==> src/include/xops_params.svh <==
/*
 Constants for the extended rotate, subtract, skip, set and swap datapath.
 Assumes inclusion by bare name from the design files.
*/
`ifndef XOPS_PARAMS_SVH
`define XOPS_PARAMS_SVH
`define XOPS_DATA_W 8
`define XOPS_ADDR_W 15
`define XOPS_OPC_W 5
`define XOPS_MSB 7
`define XOPS_NIB_HI 7:4
`define XOPS_NIB_LO 3:0
`define XOPS_HALF_MSB 3
`define XOPS_ALL_ONES 8'hFF
`define XOPS_ZERO 8'h00
`define XOPS_ONE 8'h01
`define XOPS_ACC_RST 8'h00
`define XOPS_ADDR_RST 15'h0000
`endif

==> src/include/xops_pkg.sv <==
/*
 Types for the extended operation datapath: opcodes and sequencer states.
 Assumes the params header is compiled alongside.
*/
package xops_pkg;
   typedef enum logic [4:0] {
      op_nop,
      rotl_thru_carry_to_accum,
      rotr_mem,
      rotr_to_accum,
      rotr_thru_carry_mem,
      rotr_thru_carry_to_accum,
      sub_borrow_to_accum,
      sub_borrow_to_mem,
      sub_to_accum,
      sub_to_mem,
      dec_skip_zero_mem,
      dec_skip_zero_accum,
      inc_skip_zero_mem,
      inc_skip_zero_accum,
      set_all_ones,
      set_bit,
      skip_nonzero,
      skip_nonzero_bit,
      skip_zero,
      skip_zero_bit,
      move_skip_zero,
      nibble_exchange_mem,
      nibble_exchange_accum
   } xop_e;
   typedef enum logic [1:0] {st_idle, st_exec, st_dummy} seq_e;
endpackage : xops_pkg

==> src/include/xops_res_if.sv <==
/*
 Interface carrying a computed result from the ALU module to the sequencer.
 Assumes one clock domain; purely combinational signals.
*/
`timescale 1ns/1ps
interface xops_res_if;
   logic [7:0] value;
   logic carry;
   logic arith_wrap;
   logic half_carry;
   logic signed_res;
   logic zero;
   logic chained_zero;
   logic to_mem;
   logic to_accum;
   logic flags_arith;
   logic carry_only;
   logic skip;
   modport alu (output value, carry, arith_wrap, half_carry, signed_res, zero, chained_zero,
      to_mem, to_accum, flags_arith, carry_only, skip);
   modport seq (input value, carry, arith_wrap, half_carry, signed_res, zero, chained_zero,
      to_mem, to_accum, flags_arith, carry_only, skip);
endinterface : xops_res_if

==> src/verilog/xops_alu.sv <==
/*
 Combinational result unit for the extended operations.
 Assumes operands are stable for the execute cycle.
*/
`timescale 1ns/1ps
`include "xops_params.svh"
module xops_alu (
   input wire xops_pkg::xop_e op, // Operation being executed
   input wire logic [7:0] mem_val, // Memory operand
   input wire logic [7:0] acc_val, // Accumulator
   input wire logic [2:0] bit_sel, // Bit index i
   input wire logic carry_in, // Current carry
   input wire logic zero_in, // Current zero flag, for chaining
   xops_res_if.alu res // Result bundle
);
   logic [8:0] diff;
   logic [4:0] hdiff;
   logic borrow;
   logic [7:0] v;

   always_comb
   begin
      borrow = (op == xops_pkg::sub_borrow_to_accum || op == xops_pkg::sub_borrow_to_mem)
         ? ~carry_in : 1'b0;
      diff = {1'b0, acc_val} - {1'b0, mem_val} - {8'h00, borrow};
      hdiff = {1'b0, acc_val[`XOPS_NIB_LO]} - {1'b0, mem_val[`XOPS_NIB_LO]} - {4'h0, borrow};
      v = mem_val;
      res.carry = carry_in;
      res.to_mem = 1'b0;
      res.to_accum = 1'b0;
      res.flags_arith = 1'b0;
      res.carry_only = 1'b0;
      res.skip = 1'b0;
      case (op)
         xops_pkg::rotl_thru_carry_to_accum:
         begin
            v = {mem_val[6:0], carry_in};
            res.carry = mem_val[`XOPS_MSB];
            res.to_accum = 1'b1;
            res.carry_only = 1'b1;
         end
         xops_pkg::rotr_mem:
         begin
            v = {mem_val[0], mem_val[7:1]};
            res.to_mem = 1'b1;
         end
         xops_pkg::rotr_to_accum:
         begin
            v = {mem_val[0], mem_val[7:1]};
            res.to_accum = 1'b1;
         end
         xops_pkg::rotr_thru_carry_mem, xops_pkg::rotr_thru_carry_to_accum:
         begin
            v = {carry_in, mem_val[7:1]};
            res.carry = mem_val[0];
            res.carry_only = 1'b1;
            res.to_mem = (op == xops_pkg::rotr_thru_carry_mem);
            res.to_accum = (op == xops_pkg::rotr_thru_carry_to_accum);
         end
         xops_pkg::sub_borrow_to_accum, xops_pkg::sub_borrow_to_mem,
         xops_pkg::sub_to_accum, xops_pkg::sub_to_mem:
         begin
            v = diff[7:0];
            res.carry = ~diff[8];
            res.flags_arith = 1'b1;
            res.to_mem = (op == xops_pkg::sub_borrow_to_mem || op == xops_pkg::sub_to_mem);
            res.to_accum = ~res.to_mem;
         end
         xops_pkg::dec_skip_zero_mem, xops_pkg::dec_skip_zero_accum:
         begin
            v = mem_val - `XOPS_ONE;
            res.skip = (v == `XOPS_ZERO);
            res.to_mem = (op == xops_pkg::dec_skip_zero_mem);
            res.to_accum = (op == xops_pkg::dec_skip_zero_accum);
         end
         xops_pkg::inc_skip_zero_mem, xops_pkg::inc_skip_zero_accum:
         begin
            v = mem_val + `XOPS_ONE;
            res.skip = (v == `XOPS_ZERO);
            res.to_mem = (op == xops_pkg::inc_skip_zero_mem);
            res.to_accum = (op == xops_pkg::inc_skip_zero_accum);
         end
         xops_pkg::set_all_ones:
         begin
            v = `XOPS_ALL_ONES;
            res.to_mem = 1'b1;
         end
         xops_pkg::set_bit:
         begin
            v = mem_val | (`XOPS_ONE << bit_sel);
            res.to_mem = 1'b1;
         end
         xops_pkg::skip_nonzero:
            res.skip = (mem_val != `XOPS_ZERO);
         xops_pkg::skip_nonzero_bit:
            res.skip = mem_val[bit_sel];
         xops_pkg::skip_zero:
            res.skip = (mem_val == `XOPS_ZERO);
         xops_pkg::skip_zero_bit:
            res.skip = ~mem_val[bit_sel];
         xops_pkg::move_skip_zero:
         begin
            res.skip = (mem_val == `XOPS_ZERO);
            res.to_accum = 1'b1;
         end
         xops_pkg::nibble_exchange_mem, xops_pkg::nibble_exchange_accum:
         begin
            v = {mem_val[`XOPS_NIB_LO], mem_val[`XOPS_NIB_HI]};
            res.to_mem = (op == xops_pkg::nibble_exchange_mem);
            res.to_accum = (op == xops_pkg::nibble_exchange_accum);
         end
         default:
            v = mem_val;
      endcase
      res.value = v;
      res.zero = (v == `XOPS_ZERO);
      res.chained_zero = (v == `XOPS_ZERO) & zero_in;
      res.half_carry = ~hdiff[4];
      res.arith_wrap = (acc_val[`XOPS_MSB] ^ mem_val[`XOPS_MSB])
         & (acc_val[`XOPS_MSB] ^ diff[`XOPS_MSB]);
      res.signed_res = diff[`XOPS_MSB] ^ res.arith_wrap;
   end
endmodule : xops_alu

==> src/verilog/xops_core.sv <==
/*
 Extended-operation sequencer: rotate, subtract, skip, set and swap over full
 data memory addresses. Assumes a synchronous data memory port where read data
 is valid one cycle after the address is presented, and a fetch unit that
 offers one instruction per issue strobe.
*/
// Overview of operation
// - Rotate left through carry into accumulator; carry from bit 7, memory untouched.
// - Rotate memory right, bit 0 wraps to bit 7, no flags.
// - Rotate right into accumulator, memory intact, no flags.
// - Rotate right through carry to memory or accumulator; only carry changes.
// - Subtract with borrow: acc minus mem minus inverted carry, six flags updated.
// - Subtraction carry is 0 when negative, 1 when zero or positive.
// - Subtract without borrow to accumulator or memory, same six flags.
// - Every conditional skip takes two instruction cycles when it skips, one when it does not.
// - Decrement memory, skip next when result zero, no flags.
// - Increment memory, skip next when result zero, no flags.
// - Accumulator forms of decrement/increment skip keep memory unchanged.
// - Byte set writes all ones, no flags.
// - Bit set forces bit i to one, keeps other bits.
// - Skip when byte or bit is nonzero, no flags.
// - Skip when byte or bit is zero, no flags.
// - Move byte to accumulator, skip when it is zero.
// - Swap memory nibbles in place, no flags.
// - Swap nibbles into accumulator, memory unchanged.
// - Any data memory address reached directly, no bank selection.
`timescale 1ns/1ps
`include "xops_params.svh"
module xops_core (
   input wire logic ref_clk, // Instruction clock, 10 MHz
   input wire logic rst_b, // Asynchronous reset, active low
   input wire logic issue, // Pulse: new instruction offered
   input wire xops_pkg::xop_e issue_op, // Operation code
   input wire logic [14:0] issue_addr, // Full data memory address
   input wire logic [2:0] issue_bit, // Bit index i
   input wire logic [7:0] mem_rdata, // Memory read data, one cycle after issue_addr
   output logic ready, // Sequencer can take an instruction
   output logic mem_we, // Memory write strobe
   output logic [14:0] mem_addr, // Memory address
   output logic [7:0] mem_wdata, // Memory write data
   output logic [7:0] accum, // Accumulator
   output logic carry_flag, // Carry
   output logic zero_flag, // Zero
   output logic arith_wrap_flag, // Overflow
   output logic half_carry_flag, // Half carry
   output logic signed_result_flag, // Signed compare
   output logic chained_zero_flag, // Chained zero
   output logic nop_out, // Pulse: fetched instruction squashed
   output logic done // Pulse: instruction retired
);
   // ----------------------------------------------------------------
   // State
   // ----------------------------------------------------------------
   xops_pkg::seq_e state, next_state;
   xops_pkg::xop_e op, next_op;
   logic [2:0] bit_idx, next_bit_idx;
   logic next_ready, next_mem_we, next_nop_out, next_done;
   logic [14:0] next_mem_addr;
   logic [7:0] next_mem_wdata, next_accum;
   logic next_carry, next_zero, next_wrap, next_half, next_signed, next_chain;
   xops_res_if res ();

   xops_alu xops_alu_i (
      .op(op),
      .mem_val(mem_rdata),
      .acc_val(accum),
      .bit_sel(bit_idx),
      .carry_in(carry_flag),
      .zero_in(zero_flag),
      .res(res)
   );

   // ----------------------------------------------------------------
   // Sequencer
   // ----------------------------------------------------------------
   always_comb
   begin
      next_state = state;
      next_op = op;
      next_bit_idx = bit_idx;
      next_ready = ready;
      next_mem_we = 1'b0;
      next_mem_addr = mem_addr;
      next_mem_wdata = mem_wdata;
      next_accum = accum;
      next_carry = carry_flag;
      next_zero = zero_flag;
      next_wrap = arith_wrap_flag;
      next_half = half_carry_flag;
      next_signed = signed_result_flag;
      next_chain = chained_zero_flag;
      next_nop_out = 1'b0;
      next_done = 1'b0;
      case (state)
         xops_pkg::st_idle:
            if (issue)
            begin
               next_op = issue_op;
               next_bit_idx = issue_bit;
               next_mem_addr = issue_addr;
               next_ready = 1'b0;
               next_state = xops_pkg::st_exec;
            end
         xops_pkg::st_exec:
         begin
            if (res.to_mem)
            begin
               next_mem_we = 1'b1;
               next_mem_wdata = res.value;
            end
            if (res.to_accum)
               next_accum = res.value;
            if (res.carry_only)
               next_carry = res.carry;
            if (res.flags_arith)
            begin
               next_carry = res.carry;
               next_zero = res.zero;
               next_wrap = res.arith_wrap;
               next_half = res.half_carry;
               next_signed = res.signed_res;
               next_chain = res.chained_zero;
            end
            if (res.skip)
               next_state = xops_pkg::st_dummy;
            else
            begin
               next_state = xops_pkg::st_idle;
               next_ready = 1'b1;
               next_done = 1'b1;
            end
         end
         xops_pkg::st_dummy:
         begin
            // The next instruction is already fetched; retiring it as a no-op costs a cycle.
            next_nop_out = 1'b1;
            next_done = 1'b1;
            next_ready = 1'b1;
            next_state = xops_pkg::st_idle;
         end
         default:
            next_state = xops_pkg::st_idle;
      endcase
   end

   always_ff @(posedge ref_clk or negedge rst_b)
   begin
      if (!rst_b)
      begin
         state <= xops_pkg::st_idle;
         op <= xops_pkg::op_nop;
         bit_idx <= 3'h0;
         ready <= 1'b1;
         mem_we <= 1'b0;
         mem_addr <= `XOPS_ADDR_RST;
         mem_wdata <= `XOPS_ZERO;
         accum <= `XOPS_ACC_RST;
         carry_flag <= 1'b0;
         zero_flag <= 1'b0;
         arith_wrap_flag <= 1'b0;
         half_carry_flag <= 1'b0;
         signed_result_flag <= 1'b0;
         chained_zero_flag <= 1'b0;
         nop_out <= 1'b0;
         done <= 1'b0;
      end
      else
      begin
         state <= next_state;
         op <= next_op;
         bit_idx <= next_bit_idx;
         ready <= next_ready;
         mem_we <= next_mem_we;
         mem_addr <= next_mem_addr;
         mem_wdata <= next_mem_wdata;
         accum <= next_accum;
         carry_flag <= next_carry;
         zero_flag <= next_zero;
         arith_wrap_flag <= next_wrap;
         half_carry_flag <= next_half;
         signed_result_flag <= next_signed;
         chained_zero_flag <= next_chain;
         nop_out <= next_nop_out;
         done <= next_done;
      end
   end
endmodule : xops_core
==> config.mk <==
export PLATFORM = sky130hd
export DESIGN_NAME = xops_core
export DESIGN_NICKNAME = d
export VERILOG_FILES = /design/src/include/xops_pkg.sv /design/src/include/xops_res_if.sv /design/src/verilog/xops_alu.sv /design/src/verilog/xops_core.sv
export VERILOG_INCLUDE_DIRS = /design/src /design/src/include
export SDC_FILE = /design/constraint.sdc
export NUM_CORES = 1
export LEC_CHECK = 0
export ABC_AREA = 1
export BUFFER_PORTS_ARGS = -buffer_cell sky130_fd_sc_hd__buf_2
export CAP_MARGIN = 25
export CELL_PAD_IN_SITES_DETAIL_PLACEMENT = 1
export CELL_PAD_IN_SITES_GLOBAL_PLACEMENT = 1
export CORE_ASPECT_RATIO = 0.8
export CORE_MARGIN = 2
export CORE_UTILIZATION = 43
export DETAILED_ROUTE_END_ITERATION = 8
export PLACE_DENSITY_LB_ADDON = 0.1
export RECOVER_POWER = 100
export SYNTH_ARGS = -nofsm -noshare
export SYNTH_HDL_FRONTEND = slang
export SYNTH_SLANG_ARGS = --single-unit
==> constraint.sdc <==
create_clock -name ref_clk -period 5.2 [get_ports ref_clk]
set_input_delay 1.04 -clock ref_clk [delete_from_list [all_inputs] [get_ports ref_clk]]
set_output_delay 1.04 -clock ref_clk [all_outputs]
set_load 0.05 [all_outputs]
=== Word level (Yosys, flattened, before mapping) ===
Cells that the tools add are included.

* $add $sub $neg: 6
* $lt $le $gt $ge: 1
* Equal/unequal tests: 26
* Shifts and indexed selects: 1
* Muxes and demuxes: 23
* Bitwise operators: 11
* Reductions and logical operators: 26

{| class="wikitable"
|+ Operators by type and width
! operator !! count
|-
| 8-bit case mux with 9 select lines || 1
|-
| 5-bit by 4-bit == test with 1-bit output, second input constant || 8
|-
| 5-bit == test, second input constant || 7
|-
| 8-bit zero test || 4
|-
| 5-bit by 3-bit == test with 1-bit output, second input constant || 4
|-
| 1-bit case mux with 6 select lines || 3
|-
| 1-bit 2-to-1 mux || 12
|-
| 2-bit OR reduction || 6
|-
| 5-bit by 2-bit == test with 1-bit output, second input constant || 2
|-
| 2-bit AND reduction || 5
|-
| 3-bit OR reduction || 3
|-
| 8-bit by 8-bit subtractor with 9-bit output || 1
|-
| 9-bit by 1-bit subtractor with 9-bit output || 1
|-
| 8-bit by 1-bit adder with 8-bit output, second input constant || 1
|-
| 8-bit bitwise OR || 1
|-
| 8-bit nonzero test || 1
|-
| 1-bit by 3-bit << shifter with 8-bit output, first input constant || 1
|-
| 8-bit by 1-bit subtractor with 8-bit output, second input constant || 1
|-
| 1-bit case mux with 3 select lines || 2
|-
| 5-bit by 1-bit == test with 1-bit output, second input constant || 1
|-
| 1-bit inverter || 5
|-
| 4-bit by 4-bit subtractor with 5-bit output || 1
|-
| 5-bit by 1-bit subtractor with 5-bit output || 1
|-
| 3-bit by 4-bit less-than comparator with 1-bit output, second input constant || 1
|-
| 15 further kinds || 21
|}

* Flip-flop bits (word level): 51
* Input port bits: 34
* Output and inout bits: 41
* Logic and storage cells: 110

=== Depth between registers and ports, before layout ===
* Depth after elaboration: 8
* Gate-level depth with buffers: 21

=== Modules after synthesis ===
Synthesis repeated with hierarchy kept, for this count alone.

* Cell total of the unflattened synthesis: 621
* Area, all modules: 4182.8 sq um

{| class="wikitable"
|+ Modules (own cells, without submodules)
! module !! times used !! cells each !! area an instance (sq um)
|-
| xops_core || 1 || 222 || 2188.3
|-
| xops_alu || 1 || 399 || 1994.4
|}

=== Worst setup path before layout ===
OpenSTA, ideal clock, no wires.

* Path type: input to register
* From: input port mem_rdata[0]
* To: register chained_zero_flag
* Library setup time: 0.066 ns
* Arrival time: 3.238 ns
* Required time: 5.134 ns
* Slack: 1.896 ns
* Stages: 15
* Buffers on the path: 1
* Path through: buf_4 clkinv_1 fa_1 inv_1 ha_1 nor2_1 o21ai_0 or2_2 nand3_1 nand3_1 nand2_1 nand2_1 nor2_2 nand4_1 nand2_1

* Cells in the longest elaborated chain, start to end: 5
* Elaborated cells between the ends (all ways): 8
* Those cells by class: 4 x add/sub; 1 x mux; 2 x bitwise; 1 x reduce/logical

{| class="wikitable"
|+ Ends and longest elaborated chain
! element !! RTL line !! RTL
|-
| start, declared || xops_core.sv:36 || <nowiki>input wire logic [7:0] mem_rdata,</nowiki>
|-
| 8-bit by 8-bit subtractor with 9-bit output || xops_alu.sv:25 || <nowiki>diff = {1'b0, acc_val} - {1'b0, mem_val} - {8'h00, borrow};</nowiki>
|-
| 9-bit by 1-bit subtractor with 9-bit output || xops_alu.sv:25 ||
|-
| 8-bit case mux with 9 select lines * || xops_alu.sv:34 || <nowiki>case (op)</nowiki>
|-
| 8-bit zero test (no source line) * || - ||
|-
| 1-bit bitwise AND * || xops_alu.sv:117 || <nowiki>res.chained_zero = (v == `XOPS_ZERO) & zero_in;</nowiki>
|-
| end signal, assigned || xops_core.sv:182 || <nowiki>chained_zero_flag <= next_chain;</nowiki>
|-
| end, declared || xops_core.sv:47 || <nowiki>output logic chained_zero_flag,</nowiki>
|}

Mark *: on every way between the ends. The rest lies on a longest branch, timed or not.
A chain may end at the register's enable or synchronous reset.

=== Final worst setup path ===
Same ends and word-level chain as after synthesis.

==> flow_metrics.py <==
metrics = {
    "grt": {
        "grt_pass1_wl_mm": 21.8,
        "grtUsageTotal": 0.267,
        "grt_max_degree": 52,
        "grt_pass1_vias": 4164,
        "grt_overflow": 0,
        "antenna_found_initial": 0,
    },
    "critical_path": {
        "r2r_setup_slack_ps": 1960,
        "r2r-start": "op[1]",
        "cp-start-kind": "input port",
        "required_ps": 5440,
        "arrival_ps": 4090,
        "cp_max_fo": 12,
        "reg2reg_to": "chained_zero_flag",
        "crit_type": "in -> reg",
        "r2r_cells": 17,
        "end_kind": "flip-flop",
    },
    "min_path": {
        "whs_path_depth": 2,
        "min_to": "half_carry_flag",
        "worstHoldStart": "half_carry_flag",
        "hp-class": "reg -> reg",
    },
    "timing": {
        "hold_viol": 0,
        "fin_worst_skew_ps": 6.42,
        "worst_slew_pin_slew_ps": 2760,
        "drv_slew": 52,
        "slew_headroom": -0.840,
        "tns_ps": 0,
        "setup_viol": 0,
        "rsz0062_at_grt": "false",
        "clock.fmax_mhz": 259,
        "min_period_ps": 3860,
        "finalCritPeriodShare": 0.742,
    },
    "route": {
        "first_pass_iters": 6,
        "wl_per_cell_um": 17.3,
        "via_count": 4090,
        "vias_per_cell": 5.33,
        "wl_mm": 13.3,
        "drtAntennaViolNets": 0,
        "drt_iter0_markers": 238,
        "drcViolationCount": 10,
    },
    "placed_design": {
        "dpl.hpwl_mm": 10.4,
        "gp_congestion": 0.891,
        "port_buffers": 74,
    },
    "layout": {
        "area.growth.synth_to_final_pct": 12.5,
        "fillerInstances": 1268,
        "fin_util": 0.502,
        "post_route_cells_drive_above_1_share": 0.143,
        "num_antenna_cells": 0,
        "nets": 710,
    },
    "floorplanning": {
        "design.die.area_um2": 10300,
        "die_w_um": 113,
        "core_area_um2": 9150,
        "rows": 31,
        "ios": 75,
        "initial_utilization": 0.447,
        "die_y_um": 91.2,
    },
    "synth": {
        "synth_area_leaders": "dfrtp_1, nand2_1, ha_1",
        "synth_largest_area_cell": "dfrtp_1",
        "syn_area_per_cell_um2": 6.98,
        "synth_cell_type_count": 43,
        "synth_fp_nets": 645,
        "synth_seq_cells": 51,
        "yosysSeqAreaShare": 0.313,
        "synth_cells": 586,
        "ys_warn_count": 0,
        "ys_top_cells_by_count": "nand2_1, inv_1, nor2_1",
        "async_reset_ff_frac": 1.00,
        "synth_top_cell_area_share": 0.306,
        "ys.flop_type": "dfrtp_1",
        "synth_edf_count": 0,
        "yosysMostFrequentCell": "nand2_1",
        "syn-cell-area_um2": 4090,
    },
    "clock_tree": {
        "clk_path_buf_depth": 2,
        "cts_root_buffer": "clkbuf_16",
        "insertion_delay_ps": 300,
        "post_cts_buffers": 0,
        "post_cts_resized": 0,
        "cts_sinks": 51,
        "cts_tree": "yes",
        "cts_buffers": 5,
        "path_clk_slew_ps": 70,
        "hold_buffers": 0,
        "htree_num_levels": 2,
    },
    "run_status": {
        "status": "finished, violations left",
        "failed_checks": "DRC, capacitance limit, slew limit",
    },
    "job": {
        "cap_violations": 1,
    },
    "pwr": {
        "pwr_density_cell_nw_per_um2": 737,
        "power.total_w": 0.00339,
        "leakage_nw": 2.33,
        "max-vdd-ir-drop_mv": 0.262,
    },
}
==> report_power, final <==
group / total (W) / internal, W / switching, W
clock network: 0.000386 / 0.000229 / 0.000157
registers: 0.000787 / 0.000597 / 0.000190
logic: 0.00222 / 0.000577 / 0.00164
==> through the flow <==
| step | hold slack (ps) | cell area (µm²) | setup WS [ps] | instances |
|---|---|---|---|---|
| CTS | 491 | 4700 | 1720 | 767 |
| global route | 515 | 4600 | 1050 | 767 |
| finish | 496 | 4600 | 1340 | 767 |
| global placement | 451 | 4510 | 1510 | 758 |
| floorplan | 546 | 4090 | 1900 | 586 |
| detailed placement | 460 | 4520 | 1410 | 759 |
==> worst max-delay path: stages <==
cell      delay (ps)
clkbuf_1         420
clkinv_1         500
fa_1             570
ha_1             300
nand2_1           70
o21ai_0          280
nand2_1          130
nand2_1           90
nand2_1           60
nand3_1           60
nand4_1          210
nor2_1           190
nand4_1          110
nand2_1           70
==> state kept, by name, indices dropped and copies added (netlist names), 2 cells and up <==
register / flops
op: 5
mem_addr: 15
state: 2
accum: 8
bit_idx: 3
mem_wdata: 8
==> routing by layer <==
metal / track usage / share of wire / up-vias
met5: 0 / 0 / -
met4: 0.0305 / 0.0044 / 0
met3: 0.0320 / 0.048 / 7
met2: 0.464 / 0.49 / 99
met1: 0.368 / 0.46 / 1969
li1: - / - / 2015
==> cell usage in the layout (no fill, tap or decap), types with 5 or more instances in the layout <==
cell	instances
ha_1	23
a21oi_1	23
inv_1	67
nand2_1	161
o21ai_0	31
mux2_2	15
clkbuf_16	5
clkbuf_1	44
nand4_1	16
nand3_1	56
buf_2	32
nor2_1	66
inv_2	6
nand2_2	6
nor2_2	8
dfrtp_1	50
==> how the worst max path moves through the flow <==
stage	slack, ps	to	start
3_5_place_dp	1410	chained_zero_flag	mem_rdata[0]
4_1_cts	1720	chained_zero_flag	mem_rdata[0]
2_1_floorplan	1900	chained_zero_flag	mem_rdata[0]
6_report	1340	chained_zero_flag	mem_rdata[0]
5_1_grt	1050	chained_zero_flag	mem_rdata[0]
3_3_place_gp	1510	chained_zero_flag	mem_rdata[0]
==> final cells by class <==
class                           instances  area, µm²  share of cell area
Sequential cell                        51       1280               0.278
Tap cell                              115        144              0.0313
Timing Repair Buffer                   76        325              0.0707
Clock inverter                          3       46.3              0.0101
Multi-Input combinational cell        440       2380               0.518
Inverter                               77        300              0.0653
Clock buffer                            5        125              0.0272
==> logic make-up after synthesis <==
logic type | count (synthesis) | synth area share
multiplexers | 15 | 0.0413
buffers and inverters | 95 | 0.0979
adder cells (fa/ha/maj) | 25 | 0.0802
XOR/XNOR | 3 | 0.00643
AND/OR/NAND/NOR | 326 | 0.355
flip-flops | 51 | 0.313
AO/OA/AOI/OAI | 71 | 0.107
Power figures use the tool's default switching activity.
